### src/rtl/uol_defs.vh
// Register map, field positions and timing counts of the link reset and register access block
`ifndef UOL_DEFS_VH
`define UOL_DEFS_VH

// Register byte addresses
`define UOL_ADDR_SYSCFG 8'h00
`define UOL_ADDR_STATUS 8'h04
`define UOL_ADDR_PHYADDR 8'h08
`define UOL_ADDR_PHYDATA 8'h0c
`define UOL_ADDR_PHYCTRL 8'h10
`define UOL_ADDR_RXCTLH 8'h14
`define UOL_ADDR_SCRATCH 8'h18

// Field positions
`define UOL_SYSCFG_SOFTRST 1
`define UOL_PHYCTRL_GO 0
`define UOL_RXCTLH_DMA_AUTO_CLEAR_FEATURE 7
`define UOL_STAT_BUSY 0
`define UOL_STAT_RSTDONE 1
`define UOL_STAT_STOP 2
`define UOL_STAT_RXBYTE 8

// PHY reset commands and register write command
`define UOL_CMD_RESET_A 8'h69
`define UOL_CMD_RESET_B 8'h61
`define UOL_CMD_REGWR 8'h80

// Reset values
`define UOL_RXCTLH_RESET 8'h00

// Link clock rising edges counted down in the stop state before the stop pin can drop after a reset request
`define UOL_STOP_HOLD 4'h4

`endif

### src/rtl/uol_link_reset.v
// ULPI link reset sequencer with PHY register access path and register port
//
// The register offsets and the strobed register port were chosen for this implementation.
`timescale 1ns/10ps
`include "uol_defs.vh"

module uol_link_reset
#(
  parameter SELECT_ALT_CMD = 1'b0
)
(
  // Clock, reset, enable
  input wire clk,
  input wire reset_n,
  input wire clkEn,
  // Warm reset request from the system
  input wire warmReset,
  // Register port
  input wire [7:0] phy_reg_address_register,
  input wire [31:0] regWrData,
  input wire regWrite,
  input wire regRead,
  output reg [31:0] regRdData,
  // ULPI link side
  input wire ulpiClk,
  input wire ulpiDir,
  input wire ulpiNxt,
  input wire [7:0] ulpiDataIn,
  output reg [7:0] ulpiDataOut,
  output reg ulpiDataOe,
  output reg ulpiStp,
  // Auto-clear control seen by the DMA logic
  output wire dmaAutoClear
);

  localparam ST_IDLE = 3'h0;
  localparam ST_STOP = 3'h1;
  localparam ST_CMD = 3'h2;
  localparam ST_PHY_REG_ADDRESS_REGISTER = 3'h3;
  localparam ST_PHY_REG_VALUE_REGISTER = 3'h4;
  localparam ST_END = 3'h5;

  // Synchronisers for pins from the link domain and for the warm reset request from the system
  reg [1:0] clkSync;
  reg [1:0] dirSync;
  reg [1:0] nxtSync;
  reg [7:0] dataSync0;
  reg [7:0] dataSync1;
  reg [1:0] warmSync;
  reg clkPrev;
  reg warmPrev;
  wire linkRise;
  wire warmEdge;

  // Registers
  reg [7:0] phyAddr;
  reg [7:0] phyValue;
  reg [7:0] rxCtlHigh;
  reg [31:0] scratch;
  reg resetDone;
  reg [2:0] state;
  reg [3:0] holdCnt;
  reg [7:0] cmdByte;
  reg pendReset;
  reg pendReg;
  reg coldPend;
  reg [7:0] rxByte;
  reg [31:0] statusWord;
  wire busy;
  wire [7:0] resetCmd;

  assign resetCmd = SELECT_ALT_CMD ? `UOL_CMD_RESET_B : `UOL_CMD_RESET_A;
  assign busy = (state != ST_IDLE);
  assign linkRise = clkSync[1] & ~clkPrev;
  assign warmEdge = warmSync[1] & ~warmPrev;
  assign dmaAutoClear = rxCtlHigh[`UOL_RXCTLH_DMA_AUTO_CLEAR_FEATURE];

  // Link clock sampler runs through reset, so a high clock at release is no false edge
  always @(posedge clk)
  begin
    if (clkEn)
    begin
      clkSync <= {clkSync[0], ulpiClk};
      clkPrev <= clkSync[1];
    end
  end

  always @(posedge clk)
  begin
    if (!reset_n)
    begin
      dirSync <= 2'h0;
      nxtSync <= 2'h0;
      dataSync0 <= 8'h00;
      dataSync1 <= 8'h00;
      warmSync <= 2'h0;
      warmPrev <= 1'b0;
    end
    else if (clkEn)
    begin
      dirSync <= {dirSync[0], ulpiDir};
      nxtSync <= {nxtSync[0], ulpiNxt};
      dataSync0 <= ulpiDataIn;
      dataSync1 <= dataSync0;
      warmSync <= {warmSync[0], warmReset};
      warmPrev <= warmSync[1];
    end
  end

  // Last byte the PHY drove while it owned the bus
  always @(posedge clk)
  begin
    if (!reset_n)
      rxByte <= 8'h00;
    else if (clkEn && linkRise && dirSync[1])
      rxByte <= dataSync1;
  end

  // Status word built from the field positions
  always @*
  begin
    statusWord = 32'h00000000;
    statusWord[`UOL_STAT_BUSY] = busy;
    statusWord[`UOL_STAT_RSTDONE] = resetDone;
    statusWord[`UOL_STAT_STOP] = ulpiStp;
    statusWord[`UOL_STAT_RXBYTE +: 8] = rxByte;
  end

  // Register port: access is served on every clkEn cycle, never gated by link or DMA activity
  always @(posedge clk)
  begin
    if (!reset_n)
    begin
      phyAddr <= 8'h00;
      phyValue <= 8'h00;
      rxCtlHigh <= `UOL_RXCTLH_RESET;
      scratch <= 32'h00000000;
      regRdData <= 32'h00000000;
    end
    else if (clkEn)
    begin
      if (regWrite)
      begin
        case (phy_reg_address_register)
          `UOL_ADDR_PHYADDR:
            phyAddr <= regWrData[7:0];
          `UOL_ADDR_PHYDATA:
            phyValue <= regWrData[7:0];
          `UOL_ADDR_RXCTLH:
            rxCtlHigh <= regWrData[7:0];
          `UOL_ADDR_SCRATCH:
            scratch <= regWrData;
          default:
            scratch <= scratch;
        endcase
      end
      if (regRead)
      begin
        case (phy_reg_address_register)
          `UOL_ADDR_SYSCFG:
            regRdData <= 32'h00000000;
          `UOL_ADDR_STATUS:
            regRdData <= statusWord;
          `UOL_ADDR_PHYADDR:
            regRdData <= {24'h0, phyAddr};
          `UOL_ADDR_PHYDATA:
            regRdData <= {24'h0, phyValue};
          `UOL_ADDR_RXCTLH:
            regRdData <= {24'h0, rxCtlHigh};
          `UOL_ADDR_SCRATCH:
            regRdData <= scratch;
          default:
            regRdData <= 32'h00000000;
        endcase
      end
      else
      begin
        regRdData <= 32'h00000000;
      end
    end
  end

  // Reset and register-write sequencer toward the PHY
  always @(posedge clk)
  begin
    if (!reset_n)
    begin
      state <= ST_IDLE;
      holdCnt <= 4'h0;
      cmdByte <= 8'h00;
      pendReset <= 1'b0;
      pendReg <= 1'b0;
      coldPend <= 1'b1;
      resetDone <= 1'b0;
      ulpiStp <= 1'b0;
      ulpiDataOut <= 8'h00;
      ulpiDataOe <= 1'b0;
    end
    else if (clkEn)
    begin
      case (state)
        ST_IDLE:
        begin
          ulpiStp <= 1'b0;
          ulpiDataOe <= 1'b0;
          ulpiDataOut <= 8'h00;
          if (pendReset || coldPend)
          begin
            pendReset <= 1'b0;
            coldPend <= 1'b0;
            resetDone <= 1'b0;
            ulpiStp <= 1'b1;
            holdCnt <= `UOL_STOP_HOLD;
            state <= ST_STOP;
          end
          else if (pendReg && !dirSync[1])
          begin
            pendReg <= 1'b0;
            cmdByte <= `UOL_CMD_REGWR | {2'h0, phyAddr[5:0]};
            state <= ST_PHY_REG_ADDRESS_REGISTER;
          end
        end
        ST_STOP:
        begin
          if (linkRise)
          begin
            if (holdCnt != 4'h0)
              holdCnt <= holdCnt - 4'h1;
            else if (!dirSync[1])
            begin
              ulpiStp <= 1'b0;
              ulpiDataOut <= resetCmd;
              ulpiDataOe <= 1'b1;
              state <= ST_CMD;
            end
          end
        end
        ST_CMD:
        begin
          // PHY took the bus back: release it at once and resend from the stop state
          if (dirSync[1])
          begin
            ulpiDataOe <= 1'b0;
            ulpiDataOut <= 8'h00;
            holdCnt <= 4'h0;
            state <= ST_STOP;
          end
          // Command held until the PHY accepts it with next
          else if (linkRise && nxtSync[1])
          begin
            ulpiDataOe <= 1'b0;
            ulpiDataOut <= 8'h00;
            resetDone <= 1'b1;
            state <= ST_IDLE;
          end
        end
        ST_PHY_REG_ADDRESS_REGISTER:
        begin
          // Turnaround aborts the access; it is retried whole once the bus is free
          if (dirSync[1])
          begin
            ulpiDataOe <= 1'b0;
            ulpiDataOut <= 8'h00;
            pendReg <= 1'b1;
            state <= ST_IDLE;
          end
          else
          begin
            ulpiDataOe <= 1'b1;
            ulpiDataOut <= cmdByte;
            if (linkRise && nxtSync[1])
            begin
              ulpiDataOut <= phyValue;
              state <= ST_PHY_REG_VALUE_REGISTER;
            end
          end
        end
        ST_PHY_REG_VALUE_REGISTER:
        begin
          if (dirSync[1])
          begin
            ulpiDataOe <= 1'b0;
            ulpiDataOut <= 8'h00;
            pendReg <= 1'b1;
            state <= ST_IDLE;
          end
          else if (linkRise && nxtSync[1])
          begin
            ulpiDataOe <= 1'b0;
            ulpiDataOut <= 8'h00;
            ulpiStp <= 1'b1;
            // Value equal to either reset command, 8'h69 or 8'h61, counts as a completed PHY reset
            if (phyValue == `UOL_CMD_RESET_A || phyValue == `UOL_CMD_RESET_B)
              resetDone <= 1'b1;
            state <= ST_END;
          end
        end
        ST_END:
        begin
          if (linkRise)
          begin
            ulpiStp <= 1'b0;
            state <= ST_IDLE;
          end
        end
        default:
          state <= ST_IDLE;
      endcase
      // Requests follow the case, so a new one wins over the clear of the one being served
      // Soft reset bit self-clears; a request arriving mid-sequence is kept pending
      if ((regWrite && phy_reg_address_register == `UOL_ADDR_SYSCFG && regWrData[`UOL_SYSCFG_SOFTRST]) || warmEdge)
        pendReset <= 1'b1;
      if (regWrite && phy_reg_address_register == `UOL_ADDR_PHYCTRL && regWrData[`UOL_PHYCTRL_GO])
        pendReg <= 1'b1;
    end
  end

endmodule

### config.mk
export PLATFORM = sky130hd
export DESIGN_NAME = uol_link_reset
export DESIGN_NICKNAME = d
export VERILOG_FILES = /design/src/rtl/uol_link_reset.v
export VERILOG_INCLUDE_DIRS = /design/src /design/src/rtl
export SDC_FILE = /design/constraint.sdc
export NUM_CORES = 1
export LEC_CHECK = 0
export ABC_AREA = 0
export BUFFER_PORTS_ARGS = -buffer_cell sky130_fd_sc_hd__buf_2
export CAP_MARGIN = 20
export CELL_PAD_IN_SITES_DETAIL_PLACEMENT = 1
export CELL_PAD_IN_SITES_GLOBAL_PLACEMENT = 1
export CORE_ASPECT_RATIO = 0.75
export CORE_UTILIZATION = 33
export CTS_CLUSTER_DIAMETER = 40
export DETAILED_ROUTE_END_ITERATION = 6
export GPL_TIMING_DRIVEN = 0
export HOLD_SLACK_MARGIN = 0.06
export MAX_ROUTING_LAYER = met4
export PLACE_DENSITY = 0.68
export SLEW_MARGIN = 15
export SYNTH_ARGS = -nofsm -noshare
export SYNTH_HDL_FRONTEND = slang
export SYNTH_SLANG_ARGS = --single-unit
### constraint.sdc
create_clock -name clk -period 2.2 [get_ports clk]
set_input_delay 0.44 -clock clk [delete_from_list [all_inputs] [get_ports clk]]
set_output_delay 0.44 -clock clk [all_outputs]
set_load 0.01 [all_outputs]
* Word-level counts from Yosys, hierarchy flattened
Cells that the tools add are included.
Cells by class: $add $sub $neg 1, equality and inequality tests 33, muxes and demuxes 55, bitwise logic cells 5, reduce and logical (&&, ||, !) cells 38
Operator list (number):
- $pmux 32 s5 | 1
- $mux 8 | 7
- $mux 3 | 12
- $mux 32 | 1
- $pmux 8 s4 | 1
- $eq 8x5->1 const B | 3
- $ne 2x2->1 const B | 12
- $mux 1 | 23
- $ne 3x3->1 const B | 6
- $pmux 3 s6 | 1
- $reduce_and 3->1 | 6
- $eq 8x4->1 const B | 2
- $eq 8x7->1 const B | 2
- $mux 4 | 4
- $reduce_and 8->1 | 2
- $pmux 4 s3 | 1
- $reduce_and 6->1 | 2
- $reduce_bool 3->1 | 4
- $reduce_bool 4->1 | 3
- $reduce_and 9->1 | 1
- $eq 8x3->1 const B | 1
- $logic_and 1x1->1 | 8
- $logic_not 8->1 | 1
- $pmux 1 s4 | 2
- 16 further kinds | 26
Word-level totals: bits in registers 150, input bits 57, output and inout port bits 43, logic and storage cells 156

* Depth between registers and ports, before layout
Gate-level depths: netlist of the first run.
depth in word-level cells 6, depth in mapped cells 9, depth with buffers taken out 7

* Least setup slack after synthesis of the first run
Ideal clock, no wire load.
kind register to register, start reg holdCnt[0], end reg state[0], setup time 0.123 ns, data arrival time 1.724 ns, required time 2.077 ns, setup slack 0.354 ns, stages on the path, launching flop included 8, path buffers 0, clock period less this slack 1.846 ns, cells stage by stage dfxtp_1 -> inv_1 -> ha_1 -> or3b_4 -> o311ai_4 -> and3_2 -> nand3_1 -> mux2i_1
Between the ends: longest elaborated chain between the ends 3
RTL lines:
- from (decl) | RTL line uol_link_reset.v:62 | reg [3:0] holdCnt;
- from (signal assigned) | RTL line uol_link_reset.v:213 | holdCnt <= `UOL_STOP_HOLD;
- from (signal assigned) | RTL line uol_link_reset.v:228 | holdCnt <= holdCnt - 4'h1;
- $reduce_bool 4->1 | RTL line uol_link_reset.v:227 | if (holdCnt != 4'h0)
- $ne 2x2->1 (no line)
- $reduce_and 9->1 (no line)
- to (signal assigned) | RTL line uol_link_reset.v:220 | state <= ST_PHY_REG_ADDRESS_REGISTER;
- to (signal assigned) | RTL line uol_link_reset.v:234 | state <= ST_CMD;
- to (signal assigned) | RTL line uol_link_reset.v:246 | state <= ST_STOP;
- to (decl) | RTL line uol_link_reset.v:61 | reg [2:0] state;
No other way between the ends. A chain may end at the register's enable or synchronous reset.

* Final worst setup path of the first run
start reg holdCnt[0], end reg ulpiDataOut[1]
Between the ends: longest elaborated chain between the ends 3
RTL lines:
- $reduce_bool 4->1 | RTL line uol_link_reset.v:227
- $ne 2x2->1 (no line)
- $reduce_and 6->1 (no line)
- to (signal assigned) | RTL line uol_link_reset.v:232 | ulpiDataOut <= resetCmd;
- to (signal assigned) | RTL line uol_link_reset.v:270 | ulpiDataOut <= cmdByte;
- to (signal assigned) | RTL line uol_link_reset.v:273 | ulpiDataOut <= phyValue;
- to (decl) | RTL line uol_link_reset.v:29 | output reg [7:0] ulpiDataOut,
No other way between the ends.

==> impl_metrics.csv, run 1 <==
group,metric,value,unit
die,dieArea,0.02045,mm^2
logic_synthesis,netlist_top_cells_area,"dfxtp_1, mux2i_1, nor2b_1, nand2_1, a21boi_0",
timing,worstMarginPinSlew,0.7344,ns
placed_design,io_buffers,95,
final_layout,finalNonFillerCells,1092,
die,coreArea,0.01943,mm^2
drt,wl_per_cell,18.19,um
drt,vias,5503,
placed_design,place_inst,1060,
global_routing,grt_usage,0.2099,
drt,drtIter0Drc,319,
global_routing,gr-total-overflow,0,
drt,dr.pass1.iters,5,
clock_network,cts_hold_buf,0,
logic_synthesis,synth_edf_count,3,
timing,drv_slew,0,
timing,fin_crit,2.025,ns
drt,ant_nets,0,
die,dieWidth,164.8,um
die,initial_core_util,0.3374,
logic_synthesis,synthesis.nets,770,
global_routing,grt_pass1_vias,5583,
logic_synthesis,synth_top_area_cell,"dfxtp_1",
placed_design,gp_congestion,0.8700,
worst_setup_path,cp-start-kind,"flip-flop",
min_path,hold_depth,1,
final_layout,area_growth,20.19,%
logic_synthesis,synthArstFlopShare,0,
timing,setup_violations,0,
timing,rsz0062_at_grt,"false",
status,status,"completed",
timing,max_slew_margin,0.5104,
clock_network,cts.reportedPaths.clkPinSlew,0.06,ns
clock_network,cts_buffers,17,
final_layout,antennaDiodeCount,0,
clock_network,clock_latency,0.43,ns
power,power_density,835.5,mW/mm^2
placed_design,dp_hpwl,14660,um
min_path,hp-class,"in2reg",
global_routing,grt_antenna_before_repair,0,
logic_synthesis,yosysUniqueCellTypes,59,
worst_setup_path,rr_worst_depth,7,
drt,drc_errors,0,
worst_setup_path,path_class,"reg2reg",
die,ios,100,
drt,routed_wirelength,19860,um
logic_synthesis,yosysSeqAreaShare,0.4625,
logic_synthesis,postSynthCellCount,712,
clock_network,cts_tree,"yes",
global_routing,grt_max_degree,17,
worst_setup_path,cp_data_arrival_time,2.36,ns
clock_network,root_buffer,"clkbuf_16",
logic_synthesis,yosys_register_bits,150,
logic_synthesis,netlist_area,0.006558,mm^2
clock_network,cts_sinks,150,
logic_synthesis,synth.most_common_cell,"dfxtp_1",
logic_synthesis,synth-warning-count,0,
clock_network,cts_htree_levels,4,
timing,period_share,0.9205,
logic_synthesis,yosys.area.top_type_share,0.4488,
power,leakage,0.003168,uW
timing,fmax,493.8,MHz
clock_network,clockBufferDepth,2,
timing,finalHoldViolations,0,
worst_setup_path,end_kind,"flip-flop",
logic_synthesis,synthFlopType,"dfxtp_1",
drt,via_per_inst,5.039,
placed_design,place_area,0.007350,mm^2
worst_setup_path,cp_max_fo,10,
power,ir_worst_vdd,535.0,uV
final_layout,finalInstanceArea,0.007881,mm^2
die,rows,44,
logic_synthesis,syn_avg_cell_area,9.210,um^2
timing,skew,0.009847,ns
global_routing,grt_pass1_wl,31070,um
job,cap_violations,0,
worst_setup_path,critPathRequiredTime,2.54,ns
die,die_h,124.1,um
final_layout,final_nets,884,
logic_synthesis,synth_commonest_cells,"dfxtp_1, nand2_1, nor2b_1, mux2i_1, a21boi_0",
final_layout,drive_gt1_frac,0.1871,
==> critical path, stage by stage, from the launching register on <==
cell      delay [ns]
dfxtp_1         0.31
inv_1           0.09
ha_1            0.19
or3b_4          0.41
o311ai_4        0.32
nand4_4         0.19
buf_6           0.19
o31ai_1         0.23
==> final cells by class <==
| class | count | area (um^2) |
|---|---|---|
| Multi-Input combinational cell | 498 | 3248 |
| Buffer | 50 | 229.0 |
| Fill cell | 2325 | 11550 |
| Tap cell | 253 | 316.6 |
| Inverter | 14 | 52.55 |
| Sequential cell | 150 | 3033 |
| Clock buffer | 20 | 446.7 |
| Clock inverter | 12 | 80.08 |
| Timing Repair Buffer | 95 | 475.5 |
==> power breakdown <==
part	internal (uW)	total [uW]	switching, uW	leakage, uW
registers	2820	2890	74.3	0.00122
clock network	1470	2660	1200	0.000260
logic	403	1030	624	0.00169
total	4690	6590	1890	0.00317
==> final timing paths <==
check	startpoint	to	slack [ns]
worst max-delay path	holdCnt[0]	ulpiDataOut[1]	0.17
worst min-delay path	ulpiClk	clkSync[0]	0.18
worst min register to register	clkSync[0]	clkSync[1]	0.44
worst max register to register	holdCnt[0]	ulpiDataOut[1]	0.17
==> layer usage <==
| metal | up-vias | share of wire | global-route usage |
|---|---|---|---|
| met5 | - | 0 | - |
| met4 | 0 | 0.014 | 0.06995 |
| met1 | 2674 | 0.52 | 0.2882 |
| li1 | 2682 | - | - |
| met3 | 25 | 0.035 | 0.04029 |
| met2 | 122 | 0.43 | 0.3080 |
==> what timing repair did <==
item                       in CTS  in global routing
setup endpoints to repair       0                  1
buffers inserted                0                  0
resized for setup               0                  1
==> cell families after synthesis <==
| family | count (synthesis) | synth area share |
|---|---|---|
| multiplexers | 65 | 0.09960 |
| AND/OR/NAND/NOR | 287 | 0.2339 |
| XOR/XNOR | 3 | 0.004008 |
| AO/OA/AOI/OAI | 142 | 0.1551 |
| buffers and inverters | 64 | 0.04293 |
| adder cells (fa/ha/maj) | 1 | 0.001908 |
| flip-flops | 150 | 0.4625 |
==> through the flow <==
step	util	power (uW)	hold WS (ns)	setup TNS, ns	worst slack [ns]
after floorplan	-	3650	0.4003	0	0.3535
after global placement	0.3782	3958	0.4272	-2.691	-0.1744
after detailed placement	0.3782	3965	0.4253	-3.318	-0.2091
after CTS	0.4053	6636	0.1668	0	0.1327
after global routing	0.4056	6878	0.1769	0	0.02146
final	0.4056	6585	0.1850	0	0.1749
==> cells in the final DEF, fill, tap and decap left out, types with 5 or more instances in the layout <==
cell	synthesis	layout
and2_1	9	9
buf_4	5	5
buf_2	11	106
clkinv_2	0	6
nor3_1	10	10
clkbuf_16	0	17
nand2b_1	7	7
a21boi_1	5	5
nand2_1	112	112
clkbuf_1	29	31
inv_1	14	14
dfxtp_1	147	147
nor2_1	14	14
mux2i_1	63	63
a22oi_1	15	15
o221ai_1	5	5
o22ai_1	8	8
a21boi_0	47	47
nand3_1	23	22
nor2b_1	86	86
o21ai_0	11	11
a21oi_1	24	24
==> state kept, by name (all words and copies together) (netlist names), 2 cells and up <==
| register | flops |
|---|---|
| clkSync | 2 |
| cmdByte | 7 |
| dataSync0 | 8 |
| dataSync1 | 8 |
| dirSync | 2 |
| holdCnt | 4 |
| nxtSync | 2 |
| phyAddr | 8 |
| phyValue | 8 |
| regRdData | 32 |
| rxByte | 8 |
| rxCtlHigh | 8 |
| scratch | 32 |
| state | 3 |
| ulpiDataOut | 8 |
| warmSync | 2 |
No activity file was read; power rests on OpenSTA's default activity.
==> run 2: changes to the inputs <==
--- a/config.mk
+++ b/config.mk
@@ -12,13 +12,13 @@
 export CELL_PAD_IN_SITES_DETAIL_PLACEMENT = 1
 export CELL_PAD_IN_SITES_GLOBAL_PLACEMENT = 1
 export CORE_ASPECT_RATIO = 0.75
-export CORE_UTILIZATION = 33
+export CORE_UTILIZATION = 43
 export CTS_CLUSTER_DIAMETER = 40
 export DETAILED_ROUTE_END_ITERATION = 6
 export GPL_TIMING_DRIVEN = 0
 export HOLD_SLACK_MARGIN = 0.06
 export MAX_ROUTING_LAYER = met4
-export PLACE_DENSITY = 0.68
+export PLACE_DENSITY = 0.84
 export SLEW_MARGIN = 15
 export SYNTH_ARGS = -nofsm -noshare
 export SYNTH_HDL_FRONTEND = slang
==> impl_metrics.csv, run 2 (synthesis results as in run 1) <==
group,metric,value,unit
placed_design,gp_congestion,0.8912,
worst_setup_path,rr_worst_depth,7,
timing,skew,0.005950,ns
clock_network,clock_latency,0.42,ns
final_layout,finalInstanceArea,0.007830,mm^2
clock_network,cts_buffers,17,
final_layout,finalNonFillerCells,1038,
clock_network,cts_sinks,150,
die,coreArea,0.01469,mm^2
global_routing,grt_antenna_before_repair,0,
clock_network,cts_htree_levels,4,
die,dieArea,0.01575,mm^2
final_layout,drive_gt1_frac,0.1864,
worst_setup_path,cp_max_fo,10,
min_path,min_to,"clkSync[0]",
min_path,hold_depth,1,
worst_setup_path,r2r-end,"ulpiDataOut[4]",
placed_design,dp_hpwl,14820,um
clock_network,clockBufferDepth,2,
global_routing,grt_pass1_vias,5916,
die,ios,100,
drt,via_per_inst,5.467,
global_routing,grt_pass1_wl,31660,um
power,leakage,0.003171,uW
placed_design,io_buffers,95,
timing,fmax,481.0,MHz
die,initial_core_util,0.4463,
worst_setup_path,cp_data_arrival_time,2.41,ns
timing,drv_slew,0,
power,ir_worst_vdd,554.8,uV
worst_setup_path,cp-start-kind,"flip-flop",
timing,period_share,0.9451,
global_routing,grt_max_degree,17,
drt,vias,5675,
final_layout,final_nets,884,
clock_network,root_buffer,"clkbuf_16",
timing,fin_crit,2.079,ns
final_layout,area_growth,19.40,%
worst_setup_path,crit_slowest_cell,"or3b_4",
clock_network,cts.reportedPaths.clkPinSlew,0.06,ns
final_layout,layout_commonest_cell,"dfxtp_1",
die,dieWidth,144.6,um
die,die_h,108.9,um
placed_design,place_inst,1007,
status,status,"completed",
worst_setup_path,rr_startpoint,"holdCnt[0]",
worst_setup_path,cp-startpoint,"holdCnt[0]",
timing,worstMarginPinSlew,0.7290,ns
worst_setup_path,rrSetupSlack,0.12,ns
power,power.total,6660,uW
clock_network,cts_tree,"yes",
worst_setup_path,cp_cell_sequence,"inv_1 > ha_1 > or3b_4 > o311ai_4 > nand4_4 > buf_6 > o31ai_1",
worst_setup_path,path_class,"reg2reg",
global_routing,gr-total-overflow,0,
power,power_density,850.6,mW/mm^2
drt,drtIter0Drc,356,
drt,ant_nets,0,
timing,setup_violations,0,
job,cap_violations,0,
placed_design,place_area,0.007283,mm^2
final_layout,fin_util,0.5330,
min_path,hp-class,"in2reg",
drt,dr.pass1.iters,5,
final_layout,top_regs,"regRdData: 32 flops, scratch: 32 flops",
final_layout,mostFrequentLayoutCells,"dfxtp_1, nand2_1, buf_2",
worst_setup_path,critPathRequiredTime,2.53,ns
timing,rsz0062_at_grt,"false",
timing,hold_slack,0.1909,ns
drt,wl_per_cell,19.27,um
drt,drc_errors,0,
worst_setup_path,end_kind,"flip-flop",
drt,routed_wirelength,20000,um
min_path,hp-start,"ulpiClk",
global_routing,grt_usage,0.2785,
timing,max_slew_margin,0.5140,
timing,finalHoldViolations,0,
die,rows,38,
worst_setup_path,max_stage_delay,0.42,ns
## run 2: cell types whose count changed in the layout (fill, tap and decap cells not counted)
cell        previous run  this run
clkinv_4               2         0
inv_6                  2         0
bufinv_16              0         1
clkbuf_1              31        30
clkbuf_8               1         2
clkinvlp_4             2         3
diode_2                0         1
## run 2: layout make-up
type | count | area, um^2
plain buffers | 50 | 229.0
clock inverters | 10 | 82.58
flip-flops and latches | 150 | 3033
diodes | 1 | 2.502
multi-input cells | 498 | 3248
repair buffers | 95 | 475.5
clock buffers | 20 | 456.7
inverters | 14 | 52.55
well taps | 200 | 250.2
fillers | 1735 | 6862
## run 2: where the power goes
group / internal, uW / leakage (uW) / total, uW / switching (uW)
Clock: 1590 / 0.000263 / 2690 / 1110
Combinational: 402 / 0.00169 / 1060 / 655
Sequential: 2820 / 0.00122 / 2910 / 89.4
Total: 4810 / 0.00317 / 6660 / 1850
## run 2: per-stage QoR
stage	setup TNS [ns]	setup WS [ns]
after floorplan	0	0.3535
after global placement	-1.965	-0.1514
after detailed placement	-3.165	-0.2205
after CTS	0	0.06896
after global routing	0	0.03080
final	0	0.1208
## run 2: routing by layer
metal	vias up	GRT usage	part of all wire
met2	128	0.4454	0.47
met3	31	0.04304	0.038
met4	0	0.1068	0.020
met5	-	-	0
li1	2693	-	-
met1	2823	0.3549	0.47
## run 2: critical path: cells and delay by family (launching register included)
family	cells	cell delay (ns)
AOI/OAI and AO/OA	2	0.53
buffers and inverters	2	0.30
and+or+nand+nor	2	0.62
adders and majority gates	1	0.21
DFF	1	0.32
## run 2: repair_timing
item                                    4_1_cts  5_1_grt
hold buffers                                  0        0
setup buffers                                 0        0
gates resized for setup                       0        1
endpoints found under the hold margin         0        0
endpoints found under the setup margin        0        2
## run 2: worst max path at each step
stage,end,slack (ns),depth (start not counted)
CTS,state[0],0.07,7
finish,ulpiDataOut[4],0.12,7
global route,ulpiDataOut[4],0.03,7
global placement,holdCnt[3],-0.15,5
detailed placement,holdCnt[3],-0.22,5
floorplan,state[0],0.35,7
==> run 3: changes to the inputs <==
--- a/config.mk
+++ b/config.mk
@@ -12,13 +12,14 @@
 export CELL_PAD_IN_SITES_DETAIL_PLACEMENT = 1
 export CELL_PAD_IN_SITES_GLOBAL_PLACEMENT = 1
 export CORE_ASPECT_RATIO = 0.75
-export CORE_UTILIZATION = 43
+export CORE_UTILIZATION = 30
 export CTS_CLUSTER_DIAMETER = 40
 export DETAILED_ROUTE_END_ITERATION = 6
 export GPL_TIMING_DRIVEN = 0
 export HOLD_SLACK_MARGIN = 0.06
 export MAX_ROUTING_LAYER = met4
-export PLACE_DENSITY = 0.84
+export PLACE_DENSITY_LB_ADDON = 0.12
+export RECOVER_POWER = 25
 export SLEW_MARGIN = 15
 export SYNTH_ARGS = -nofsm -noshare
 export SYNTH_HDL_FRONTEND = slang
==> impl_metrics.csv, run 3 (synthesis results as in run 1) <==
group,metric,value,unit
status,status,"completed",
drt,vias,5500,
final_layout,area_growth,20.28,%
clock_network,cts_tree,"yes",
clock_network,cts_buffers,17,
placed_design,dp_hpwl,15550,um
die,initial_core_util,0.3079,
drt,drtIter0Drc,205,
die,coreArea,0.02130,mm^2
worst_setup_path,cp-start-kind,"flip-flop",
drt,wl_per_cell,18.06,um
drt,drc_errors,0,
clock_network,cts_hold_buf,0,
global_routing,gr-total-overflow,0,
placed_design,gp_congestion,0.8627,
worst_setup_path,cp_max_fo,10,
timing,setup_violations,0,
timing,fmax,494.2,MHz
final_layout,ff_latch_area,0.003033,mm^2
power,power_density,845.7,mW/mm^2
worst_setup_path,critical_path.top_delay_family,"simple AND/OR/NAND/NOR gates",
final_layout,layout_commonest_cell,"dfxtp_1",
worst_setup_path,path_class,"reg2reg",
worst_setup_path,cp_data_arrival_time,2.35,ns
timing,drv_slew,0,
job,cap_violations,0,
timing,tns,0,ns
power,ir_worst_vdd,483.2,uV
timing,rsz0062_at_grt,"false",
clock_network,post_cts_resized,0,
worst_setup_path,end_kind,"flip-flop",
timing,fin_crit,2.023,ns
timing,worstMarginPinSlew,0.7797,ns
power,power.total,6670,uW
worst_setup_path,crit_buf_inv,2,
worst_setup_path,cp_cell_sequence,"inv_1 > ha_1 > or3b_4 > o311ai_4 > nand4_4 > buf_6 > o31ai_1",
worst_setup_path,crit_slowest_cell,"or3b_4",
global_routing,grt_pass1_wl,32250,um
final_layout,drive_gt1_frac,0.1383,
clock_network,root_buffer,"clkbuf_16",
final_layout,top_regs,"regRdData: 32 flops, scratch: 32 flops",
die,die_h,130.0,um
clock_network,cts_setup_buffers,0,
global_routing,grt_usage,0.1926,
worst_setup_path,critPathRequiredTime,2.53,ns
die,ios,100,
power,leakage,0.002975,uW
final_layout,final_nets,884,
timing,skew,0.009252,ns
global_routing,grt_antenna_before_repair,0,
die,dieWidth,172.7,um
clock_network,cts_sinks,150,
die,dieArea,0.02246,mm^2
drt,dr.pass1.iters,6,
min_path,hp-class,"in2reg",
timing,finalHoldViolations,0,
clock_network,clockBufferDepth,2,
drt,ant_nets,0,
timing,period_share,0.9197,
final_layout,multi_input_area,0.003243,mm^2
global_routing,grt_max_degree,17,
final_layout,antennaDiodeCount,0,
clock_network,clock_latency,0.42,ns
final_layout,fill_cells,2488,
placed_design,io_buffers,95,
worst_setup_path,max_stage_delay,0.42,ns
die,rows,46,
worst_setup_path,rrSetupSlack,0.18,ns
drt,routed_wirelength,20350,um
global_routing,grt_pass1_vias,5823,
final_layout,finalInstanceArea,0.007888,mm^2
timing,max_slew_margin,0.4802,
clock_network,cts_htree_levels,4,
drt,via_per_inst,4.880,
placed_design,place_area,0.007393,mm^2
final_layout,mostFrequentLayoutCells,"dfxtp_1, nand2_1, nor2b_1",
clock_network,cts.reportedPaths.clkPinSlew,0.07,ns
## run 3: report_power, final
| part | switching, uW | internal, uW |
|---|---|---|
| Combinational | 631 | 399 |
| Sequential | 81.8 | 2820 |
| Clock | 1270 | 1470 |
## run 3: worst paths after layout
kind         startpoint              to  cells after the start
min             ulpiClk      clkSync[0]                      1
min reg2reg  clkSync[0]      clkSync[1]                      0
max reg2reg  holdCnt[0]  ulpiDataOut[7]                      7
max          holdCnt[0]  ulpiDataOut[7]                      7
## run 3: area by class of cell
class                   instances  area share
multi-input cells             498      0.4112
flip-flops and latches        150      0.3845
clock buffers                  17     0.05393
repair buffers                 95     0.05362
well taps                     288     0.04569
plain buffers                  50     0.02903
clock inverters                15     0.01539
inverters                      14    0.006662
## run 3: through the flow
stage / setup slack, ns / hold slack, ns / utilization / cells
6_report: 0.1767 / 0.2039 / 0.3704 / 1127
5_1_grt: 0.01848 / 0.1941 / 0.3704 / 1127
4_1_cts: 0.1600 / 0.1903 / 0.3729 / 1127
3_5_place_dp: -0.2102 / 0.4052 / 0.3472 / 1095
3_3_place_gp: -0.1838 / 0.4015 / 0.3472 / 1095
2_1_floorplan: 0.3535 / 0.4003 / - / 712
## run 3: layer usage
metal	global-route usage	routed length, um	vias to the layer above
met3	0.02826	595	33
li1	-	-	2694
met4	0.07028	376	0
met1	0.2556	10280	2682
met2	0.2989	9099	91
met5	-	0	-
